--- config.mk ---
export PLATFORM = sky130hd
export DESIGN_NAME = sls_status_led
export DESIGN_NICKNAME = d
export VERILOG_FILES = /design/src/core/sls_pkg.sv /design/src/core/sls_timer.sv /design/src/core/sls_fast_osc.sv /design/src/core/sls_status_led.sv
export SDC_FILE = /design/constraint.sdc
export NUM_CORES = 1
export LEC_CHECK = 0
export ABC_AREA = 1
export BUFFER_PORTS_ARGS = -buffer_cell sky130_fd_sc_hd__buf_2
export CAP_MARGIN = 20
export CELL_PAD_IN_SITES_DETAIL_PLACEMENT = 0
export CELL_PAD_IN_SITES_GLOBAL_PLACEMENT = 1
export CORE_MARGIN = 2
export CORE_UTILIZATION = 42
export DETAILED_ROUTE_END_ITERATION = 8
export GPL_TIMING_DRIVEN = 0
export PLACE_DENSITY = 0.81
export SYNTH_ARGS = -nofsm -noshare
export SYNTH_HDL_FRONTEND = slang
export SYNTH_SLANG_ARGS = --single-unit
--- constraint.sdc ---
create_clock -name CLK -period 1.95 [get_ports CLK]
set_input_delay 0.0975 -clock CLK [delete_from_list [all_inputs] [get_ports CLK]]
set_output_delay 0.0975 -clock CLK [all_outputs]
set_load 0.03 [all_outputs]
--- src/core/sls_pkg.sv ---
// Purpose: Shared constants and types for the status indicator blink-code signaller
// Assumes: 25 MHz system clock
// Notes:   All timing counts derive from times in milliseconds
package sls_pkg;

  localparam int unsigned CLK_HZ         = 25000000;
  localparam int unsigned SEP_MS         = 3000;
  localparam int unsigned LONG_MS        = 1000;
  localparam int unsigned SHORT_MS       = 200;
  localparam int unsigned FAST_MS        = 100;
  localparam int unsigned SEP_CYC        = CLK_HZ / 1000 * SEP_MS;
  localparam int unsigned LONG_CYC       = CLK_HZ / 1000 * LONG_MS;
  localparam int unsigned SHORT_CYC      = CLK_HZ / 1000 * SHORT_MS;
  localparam int unsigned FAST_CYC       = CLK_HZ / 1000 * FAST_MS;
  localparam int unsigned TMR_W          = 27;

  localparam logic [3:0]  DIGIT_MIN      = 4'h1;
  localparam logic [3:0]  DIGIT_MAX      = 4'h9;
  localparam logic [6:0]  ERR_MIN        = 7'h0B;
  localparam logic [6:0]  ERR_MAX        = 7'h63;

  // Indicator colour drive: red bit, yellow bit
  typedef struct packed {
    logic red;
    logic yellow;
  } sls_colour_t;

  localparam sls_colour_t COL_RED    = 2'h2;
  localparam sls_colour_t COL_YELLOW = 2'h1;
  localparam sls_colour_t COL_OFF    = 2'h0;

  typedef struct packed {
    logic [3:0] tens;
    logic [3:0] ones;
  } sls_code_t;

  typedef enum logic [4:0] {
    ST_SEP   = 5'h01,
    ST_LRED  = 5'h02,
    ST_LYEL  = 5'h04,
    ST_SRED  = 5'h08,
    ST_SYEL  = 5'h10
  } sls_state_t;

  // Split a binary error number into two decimal digits
  function automatic sls_code_t sls_split(input logic [6:0] num);
    sls_code_t c;
    logic [6:0] t;
    t = num / 7'h0A;
    c.tens = t[3:0];
    c.ones = 4'(num - 7'(t * 7'h0A));
    return c;
  endfunction

  function automatic logic sls_code_ok(input logic [6:0] num);
    sls_code_t c;
    c = sls_split(num);
    return (num >= ERR_MIN) && (num <= ERR_MAX) && (c.tens != 4'h0) && (c.ones != 4'h0);
  endfunction

endpackage

--- src/core/sls_timer.sv ---
// Purpose: Reloadable down-counter giving a one-cycle expiry pulse
// Assumes: Load wins over counting
// Notes:   Expiry fires when count reaches one, so a load of N lasts N cycles
`timescale 1ns/100ps
`default_nettype none
module sls_timer
  import sls_pkg::*;
(
  input  wire logic             clk,
  input  wire logic             rst,
  input  wire logic             load,
  input  wire logic [TMR_W-1:0] load_val,
  output var  logic             expired
);

  logic [TMR_W-1:0] cnt_reg;
  logic [TMR_W-1:0] cnt_next;

  always_comb begin
    cnt_next = cnt_reg;
    if (load) begin
      cnt_next = load_val;
    end else if (cnt_reg > TMR_W'(1)) begin
      cnt_next = cnt_reg - TMR_W'(1);
    end else begin
      cnt_next = TMR_W'(0);
    end
  end

  always_ff @(posedge clk or posedge rst) begin
    if (rst) begin
      cnt_reg <= '0;
    end else begin
      cnt_reg <= cnt_next;
    end
  end

  // Expiry reads only the count, so a caller may reload on it without a loop
  assign expired = (cnt_reg == TMR_W'(1));

endmodule
`default_nettype wire

--- src/core/sls_fast_osc.sv ---
// Purpose: Fast red/yellow alternation source for busy displays
// Assumes: Free running from reset
// Notes:   Phase toggles every FAST_CYC cycles
`timescale 1ns/100ps
`default_nettype none
module sls_fast_osc
  import sls_pkg::*;
(
  input  wire logic clk,
  input  wire logic rst,
  output var  logic phase
);

  logic [TMR_W-1:0] cnt_reg;
  logic [TMR_W-1:0] cnt_next;
  logic             phase_reg;
  logic             phase_next;

  // Own down-counter, reloaded at zero, so every phase lasts FAST_CYC cycles
  always_comb begin
    cnt_next   = cnt_reg - TMR_W'(1);
    phase_next = phase_reg;
    if (cnt_reg == '0) begin
      cnt_next   = TMR_W'(FAST_CYC - 1);
      phase_next = !phase_reg;
    end
  end

  always_ff @(posedge clk or posedge rst) begin
    if (rst) begin
      cnt_reg   <= TMR_W'(FAST_CYC - 1);
      phase_reg <= 1'b0;
    end else begin
      cnt_reg   <= cnt_next;
      phase_reg <= phase_next;
    end
  end

  assign phase = phase_reg;

endmodule
`default_nettype wire

--- src/core/sls_status_led.sv ---
// Purpose: Status indicator driver with busy, ready, fatal and blink-code displays
// Assumes: Status inputs come from logic on CLK; no synchronisers needed
// Notes:   Priority fatal > error code > busy > ready
`timescale 1ns/100ps
`default_nettype none
module sls_status_led
  import sls_pkg::*;
(
  input  wire logic       CLK,
  input  wire logic       SYS_RST,
  input  wire logic       SELF_TEST_BUSY,
  input  wire logic       NET_ACQ_BUSY,
  input  wire logic       NET_CFG_MODE,
  input  wire logic       FATAL_ERR,
  input  wire logic       ERR_VALID,
  input  wire logic [6:0] ERR_NUM,
  input  wire logic       ERR_LOAD,
  output var  logic       STATUS_INDICATOR_RED,
  output var  logic       STATUS_INDICATOR_YELLOW,
  output var  logic       CODE_ACTIVE,
  output var  logic       CODE_REJECT
);

  sls_state_t       state_reg;
  sls_state_t       state_next;
  sls_code_t        code_reg;
  sls_code_t        code_next;
  logic             code_ok_reg;
  logic             code_ok_next;
  logic [3:0]       left_reg;
  logic [3:0]       left_next;
  logic             reject_reg;
  logic             reject_next;
  sls_colour_t      col_reg;
  sls_colour_t      col_next;
  logic             active_reg;
  logic             active_next;
  logic             tmr_load;
  logic [TMR_W-1:0] tmr_val;
  logic             tmr_exp;
  logic             fast_phase;
  logic             show_code;

  sls_timer u_step_tmr (
    .clk      (CLK),
    .rst      (SYS_RST),
    .load     (tmr_load),
    .load_val (tmr_val),
    .expired  (tmr_exp)
  );

  sls_fast_osc u_fast (
    .clk   (CLK),
    .rst   (SYS_RST),
    .phase (fast_phase)
  );

  assign show_code = ERR_VALID && code_ok_reg;

  // Code capture; rejected numbers are never shown
  always_comb begin
    code_next    = code_reg;
    code_ok_next = code_ok_reg;
    reject_next  = 1'b0;
    if (ERR_LOAD) begin
      if (sls_code_ok(ERR_NUM)) begin
        code_next    = sls_split(ERR_NUM);
        code_ok_next = 1'b1;
      end else begin
        code_ok_next = 1'b0;
        reject_next  = 1'b1;
      end
    end
  end

  // Blink-code sequencer
  always_comb begin
    state_next = state_reg;
    left_next  = left_reg;
    tmr_load   = 1'b0;
    tmr_val    = TMR_W'(SEP_CYC);
    if (ERR_LOAD || !show_code) begin
      // Restart so a new code is never shown mid-sequence
      state_next = ST_SEP;
      tmr_load   = 1'b1;
      tmr_val    = TMR_W'(SEP_CYC);
    end else if (tmr_exp) begin
      tmr_load = 1'b1;
      unique case (state_reg)
        ST_SEP: begin
          state_next = ST_LRED;
          left_next  = code_reg.tens;
          tmr_val    = TMR_W'(LONG_CYC);
        end
        ST_LRED: begin
          state_next = ST_LYEL;
          tmr_val    = TMR_W'(LONG_CYC);
        end
        ST_LYEL: begin
          if (left_reg > DIGIT_MIN) begin
            state_next = ST_LRED;
            left_next  = left_reg - 4'h1;
            tmr_val    = TMR_W'(LONG_CYC);
          end else begin
            state_next = ST_SRED;
            left_next  = code_reg.ones;
            tmr_val    = TMR_W'(SHORT_CYC);
          end
        end
        ST_SRED: begin
          state_next = ST_SYEL;
          tmr_val    = TMR_W'(SHORT_CYC);
        end
        ST_SYEL: begin
          if (left_reg > DIGIT_MIN) begin
            state_next = ST_SRED;
            left_next  = left_reg - 4'h1;
            tmr_val    = TMR_W'(SHORT_CYC);
          end else begin
            state_next = ST_SEP;
            tmr_val    = TMR_W'(SEP_CYC);
          end
        end
        default: begin
          state_next = ST_SEP;
          tmr_val    = TMR_W'(SEP_CYC);
        end
      endcase
    end
  end

  // Display select
  always_comb begin
    active_next = 1'b0;
    if (FATAL_ERR) begin
      col_next = COL_RED;
    end else if (show_code) begin
      active_next = 1'b1;
      if (state_reg == ST_LRED || state_reg == ST_SRED) begin
        col_next = COL_RED;
      end else begin
        col_next = COL_YELLOW;
      end
    end else if (SELF_TEST_BUSY || NET_ACQ_BUSY || NET_CFG_MODE) begin
      col_next = fast_phase ? COL_RED : COL_YELLOW;
    end else begin
      col_next = COL_YELLOW;
    end
  end

  always_ff @(posedge CLK or posedge SYS_RST) begin
    if (SYS_RST) begin
      state_reg   <= ST_SEP;
      code_reg    <= '0;
      code_ok_reg <= 1'b0;
      left_reg    <= 4'h0;
      reject_reg  <= 1'b0;
      col_reg     <= COL_OFF;
      active_reg  <= 1'b0;
    end else begin
      state_reg   <= state_next;
      code_reg    <= code_next;
      code_ok_reg <= code_ok_next;
      left_reg    <= left_next;
      reject_reg  <= reject_next;
      col_reg     <= col_next;
      active_reg  <= active_next;
    end
  end

  assign STATUS_INDICATOR_RED    = col_reg.red;
  assign STATUS_INDICATOR_YELLOW = col_reg.yellow;
  assign CODE_ACTIVE             = active_reg;
  assign CODE_REJECT             = reject_reg;

endmodule
`default_nettype wire

# Word level (Yosys, flattened, before mapping)

Index checks and enable logic that the tools add are counted.

Bits in registers: 77
Input bits: 15
Output and inout port bits: 4
Word-level logic and storage cells: 76

Add/subtract/negate cells: 4
$mul: 1
Div/mod/pow operators: 1
$lt $le $gt $ge: 4
Eq/ne operators: 7
Muxes and demuxes: 28
Bitwise gates (word level): 1
Reduce and logical (&&, ||, !) cells: 18

Operator list:

| cell                                                  | number |
|---|---|
| 2-to-1 mux 27 bit                                     | 6 |
| one-hot mux 27 bit (4 select lines)                   | 1 |
| subtractor 27 x 1 -> 27 bit (second input constant)   | 2 |
| equality test 27 x 1 -> 1 bit (second input constant) | 1 |
| > comparator 27 x 1 -> 1 bit (second input constant)  | 1 |
| zero test 27 bit                                      | 1 |
| 2-to-1 mux 25 bit                                     | 1 |
| one-hot mux 5 bit (5 select lines)                    | 1 |
| 2-to-1 mux 4 bit                                      | 4 |
| one-hot mux 4 bit (3 select lines)                    | 1 |
| 2-to-1 mux 2 bit                                      | 5 |
| 2-to-1 mux 5 bit                                      | 2 |
| nonzero test 4 bit                                    | 2 |
| divider 7 x 4 -> 7 bit (second input constant)        | 1 |
| >= comparator 7 x 4 -> 1 bit (second input constant)  | 1 |
| <= comparator 7 bit (second input constant)           | 1 |
| multiplier 7 x 3 -> 3 bit (second input constant)     | 1 |
| 2-to-1 mux 1 bit                                      | 7 |
| equality test 5 x 1 -> 1 bit (second input constant)  | 1 |
| equality test 5 x 2 -> 1 bit (second input constant)  | 1 |
| equality test 5 x 3 -> 1 bit (second input constant)  | 1 |
| equality test 5 x 4 -> 1 bit (second input constant)  | 1 |
| equality test 5 bit (second input constant)           | 1 |
| > comparator 4 x 1 -> 1 bit (second input constant)   | 1 |
| 12 further kinds                                      | 19 |

# Longest topological paths before layout

Depth after elaboration: 7
Gate-level depth with buffers: 29
Gate-level depth less buffers: 29

# Hierarchy

From an unflattened synthesis, not the netlist that was laid out.

Cell total of the unflattened synthesis: 708
Area, all modules: 5123.7 sq um

By module, submodules not included:

| module         | times used | cells each | area an instance (sq um) | seq. area each (sq um) |
|---|---|---|---|---|
| sls_timer      | 1          | 271        | 1950.6                   | 675.6 |
| sls_fast_osc   | 1          | 226        | 1632.8                   | 715.7 |
| sls_status_led | 1          | 211        | 1540.2                   | 551.8 |

# Least setup slack after synthesis

Ideal clock, no wire load.

Path kind: input port to flip-flop
Start point: input ERR_NUM[6]
End point: register code_ok_reg
Library setup time: 0.132 ns
Arrival time: 2.957 ns
Data required time: 1.818 ns
Path slack: -1.139 ns
Cell stages on the path: 21
Buffers on the path: 0
Path through: inv_1 nand2_1 nand3_2 nand2_4 nand3_1 nand3_2 nand2_1 nand2_2 inv_1 ha_1 nand2_1 a21boi_0 nand2_2 nand2_2 ha_1 inv_1 fa_1 nor3_1 nand2_8 nand3_4 o21ai_1

Cells in the longest elaborated chain, start to end: 6
Elaborated cells between the ends (all ways): 11
Classes of those cells: add/sub (1); mul (1); div (1); order compare (2); mux (1); reduce/logical (5)

RTL lines:

| item                      | RTL line              | text |
|---|---|---|
| from (decl)               | sls_status_led.sv:16  | `input wire logic [6:0] ERR_NUM,` |
| divider 7 x 4 -> 7 bit    | sls_pkg.sv:49         | `t = num / 7'h0A;` |
| multiplier 7 x 3 -> 3 bit | sls_pkg.sv:51         | `c.ones = 4'(num - 7'(t * 7'h0A));` |
| subtractor 4 bit          | sls_pkg.sv:51         |  |
| nonzero test 4 bit        | sls_pkg.sv:58         | `return (num >= ERR_MIN) && (num <= ERR_MAX) && (c.tens != 4'h0) && (c.ones != 4'h0);` |
| logical AND 1 bit (*)     | sls_pkg.sv:58         |  |
| 2-to-1 mux 1 bit (*)      | sls_status_led.sv:66  | `if (sls_code_ok(ERR_NUM)) begin` |
| to (signal assigned)      | sls_status_led.sv:163 | `code_ok_reg <= code_ok_next;` |
| to (decl)                 | sls_status_led.sv:28  | `logic code_ok_reg;` |

Mark *: on every way between the ends. The rest lies on a longest branch, timed or not.
A chain may end at the register's enable or synchronous reset.

# Final worst setup path

Start point: input ERR_NUM[4]
End point: register code_ok_reg

Same word-level chain as after synthesis.

==> impl_table.tex <==
\begin{tabular}{lr}
\hline
Metric & Value \\
\hline
\multicolumn{2}{l}{\textbf{Status}} \\
Result of the run & finished, violations left \\
Violations in the final reports & negative setup slack \\
\multicolumn{2}{l}{\textbf{STA}} \\
Post-route clock skew & 0.0166 ns \\
Final Hold Viols & 0 \\
Total of endpoints with negative setup slack in the final report & 32 \\
Slew at the pin with the worst max-slew slack & 0.542 ns \\
Min cycle time layout & 2.61 ns \\
Min setup slack post-route & -0.659 ns \\
Fmax & 383 MHz \\
Setup TNS after final layout & -8.96 ns \\
Tcrit/Tclk final & 1.34 \\
Worst slew margin relative to its limit & 0.637 \\
RSZ-0062 raised after global routing & yes \\
Final Max Slew Viols & 0 \\
\multicolumn{2}{l}{\textbf{Clocking}} \\
Clock slew seen by the registers of the worst setup and hold paths & 0.08 ns \\
Master cell of the clock root buffer & sky130\_fd\_sc\_hd\_\_clkbuf\_8 \\
Insertion delay to the later sink of the worst-skew pair & 0.35 ns \\
Inserted Clock Buffers & 9 \\
Number of H-tree levels & 3 \\
Clk buf depth & 2 \\
TritonCTS sink count & 77 \\
TritonCTS clock tree & built \\
\multicolumn{2}{l}{\textbf{Critical path}} \\
Endpoint arrival time on the critical path & 2.82 ns \\
CP peak stage delay & 0.34 ns \\
Master of the slowest instance on the critical path & sky130\_fd\_sc\_hd\_\_fa\_2 \\
Buffering stage count on the worst path with inverters included & 7 \\
Category of cells accounting for the largest share of critical-path delay & simple AND/OR/NAND/NOR gates \\
Largest driver fanout on the critical path & 6 \\
Type of element launching the critical path & input pin \\
Required time at the endpoint of the critical path & 2.16 ns \\
Crit end category & flop \\
CP Class & in -> reg \\
Most used cell along the critical path & sky130\_fd\_sc\_hd\_\_nand2\_2 \\
\multicolumn{2}{l}{\textbf{Route}} \\
Routed Antenna Nets & 0 \\
Total Wirelength & 10400 um \\
Initial detailed-routing violation count & 167 \\
Via count normalized by instance count & 5.09 \\
DRC violation count after routing & 0 \\
Average detailed-routed wire length per instance & 13.8 um \\
DRT Pass-1 Iters & 4 \\
Via count & 3860 \\
\multicolumn{2}{l}{\textbf{Global routing}} \\
Total Routing Usage GR & 0.190 \\
Vias in the first global route & 3879 \\
Total congestion overflow after global routing & 0 \\
Initial antenna violation count & 0 \\
Global-route wire length before repair & 17300 um \\
Maximum number of pins on one net before global-route repair & 36 \\
\multicolumn{2}{l}{\textbf{Die}} \\
Number of rows in the core area & 37 \\
Die Span Y & 105 um \\
Initial standard-cell utilization of the core & 0.426 \\
Number of ports placed on the die boundary & 19 \\
Area of the placeable core & 10100 um\^{}2 \\
Floorplan die width & 105 um \\
Die footprint & 11100 um\^{}2 \\
\multicolumn{2}{l}{\textbf{Synth}} \\
Post-synthesis sequential area ratio & 0.450 \\
Nets in the synthesized netlist & 546 \\
Mapped Area & 4320 um\^{}2 \\
Total of flip-flops plus latches after synthesis & 77 \\
Number of warnings printed during yosys synthesis & 0 \\
Average cell area after synthesis & 8.26 um\^{}2 \\
Count of cell types in the netlist & 46 \\
Synth Instances & 523 \\
\multicolumn{2}{l}{\textbf{Cells and area}} \\
Commonest cells after routing, fill and taps aside & sky130\_fd\_sc\_hd\_\_dfrtp\_1 (61), sky130\_fd\_sc\_hd\_\_nor2\_1 (60), sky130\_fd\_sc\_hd\_\_buf\_4 (55), sky130\_fd\_sc\_hd\_\_nand2\_1 (52), sky130\_fd\_sc\_hd\_\_inv\_1 (50) \\
Fraction of final layout cells with drive strength greater than 1 & 0.443 \\
Area growth syn-to-layout & 40.2\% \\
Fillers & 841 \\
\# nets final & 641 \\
Inserted Diodes & 0 \\
Commonest non-fill, non-tap cell in the layout & sky130\_fd\_sc\_hd\_\_dfrtp\_1 \\
\multicolumn{2}{l}{\textbf{Placed design}} \\
Routability congestion estimate from global placement & 0.814 \\
IO buf count & 18 \\
HPWL after DPL & 6480 um \\
\multicolumn{2}{l}{\textbf{Power}} \\
Peak VDD IR & 320 uV \\
Post-layout power & 3.71 mW \\
Pwr Density & 613 nW/um\^{}2 \\
Pleak & 2.72 nW \\
\multicolumn{2}{l}{\textbf{Worst hold path}} \\
Path class of the lowest-slack min-delay path & in -> reg \\
\multicolumn{2}{l}{\textbf{Job}} \\
Maxcap violations & 0 \\
\hline
\end{tabular}
==> synth_stat cells, drive strengths merged <==
master,number,area (um^2)
buf,3,23.8
nand3,24,143
a21oi,10,50.1
or2,6,37.5
ha,7,87.6
fa,1,20.0
nand3b,1,7.51
inv,70,263
o2111ai,1,8.76
xor2,27,236
nor3,17,100
nor3b,1,7.51
o311ai,2,17.5
xnor2,15,131
a31oi,1,6.26
o21a,1,7.51
nand2,84,369
dfrtp,64,1600
o211ai,1,7.51
a21boi,2,15.0
dfstp,13,342
clkbuf,1,3.75
nand4,17,113
o22ai,4,25.0
or4,1,7.51
clkinv,1,3.75
a32o,1,10.0
o21ai,33,165
nor2,102,393
a221oi,4,35.0
nor4,8,80.1
==> repair_timing <==
action                                 in CTS  in global routing
pin swaps                                  48                 30
buffers inserted                           38                 19
endpoints found under the hold margin      38                  0
setup endpoints to repair                  67                 68
gates cloned                                4                  1
gates resized for setup                   102                 80
hold buffers                                2                  0
==> tightest hold or removal path: cells and delay by family <==
kind / cells / cell delay (ns)
simple gates: 2 / 0.15
buf+inv: 1 / 0.13
==> final timing paths <==
| path | start | to | slack (ns) | depth (start not counted) |
|---|---|---|---|---|
| max | ERR_NUM[4] | code_ok_reg | -0.66 | 29 |
| min reg2reg | u_fast.phase | u_fast.phase | 0.46 | 1 |
| min | ERR_NUM[0] | code_reg[0] | 0.07 | 3 |
| max in group asynchronous | SYS_RST | u_fast.cnt_reg[8] | 1.18 | 4 |
| max reg2reg | u_step_tmr.cnt_reg[13] | u_step_tmr.cnt_reg[13] | -0.15 | 10 |
| min in group asynchronous | SYS_RST | u_fast.cnt_reg[16] | 0.24 | 3 |
==> layer usage <==
metal,GRT usage,share of wire,up-vias,wire (um)
met3,0.0353,0.033,19,344
met4,0.0667,0.019,0,200
met1,0.235,0.43,1876,4510
met5,0,0,-,0
met2,0.330,0.52,68,5380
li1,-,-,1897,-
==> cells by family (layout without fill, tap and decap cells) <==
kind of cell / after synthesis / in the layout / share of synthesized area
AND/OR/NAND/NOR: 261 / 263 / 0.291
flip-flops: 77 / 77 / 0.450
buffers and inverters: 75 / 173 / 0.0681
AO/OA/AOI/OAI: 60 / 60 / 0.0806
XOR/XNOR: 42 / 42 / 0.0852
adder cells (fa/ha/maj): 8 / 8 / 0.0249
==> area by class of cell <==
class / instances / area [um^2] / area share
clock inverters: 4 / 48.8 / 0.00806
well taps: 136 / 170 / 0.0281
repair buffers: 82 / 673 / 0.111
plain buffers: 4 / 41.3 / 0.00682
inverters: 71 / 283 / 0.0467
multi-input cells: 373 / 2750 / 0.454
flip-flops and latches: 77 / 1950 / 0.321
clock buffers: 12 / 145 / 0.0240
==> stage by stage <==
step	utilization	cell area (um^2)	setup WS, ns	instances	hold slack (ns)
after detailed placement	0.468	4740	-1.46	679	0.0802
final	0.597	6060	-0.659	759	0.0666
after global placement	0.464	4700	-1.39	677	0.270
after CTS	0.558	5650	-0.647	739	0.0429
after floorplan	-	4440	-0.928	523	0.164
after global routing	0.597	6060	-0.883	759	0.0742
==> where the power goes <==
group | leakage [nW] | internal (mW) | switching (mW) | total (mW)
Combinational | 1.68 | 0.330 | 0.438 | 0.768
Clock | 0.100 | 0.626 | 0.589 | 1.22
Sequential | 0.933 | 1.68 | 0.0534 | 1.73
Power figures use the tool's default switching activity.
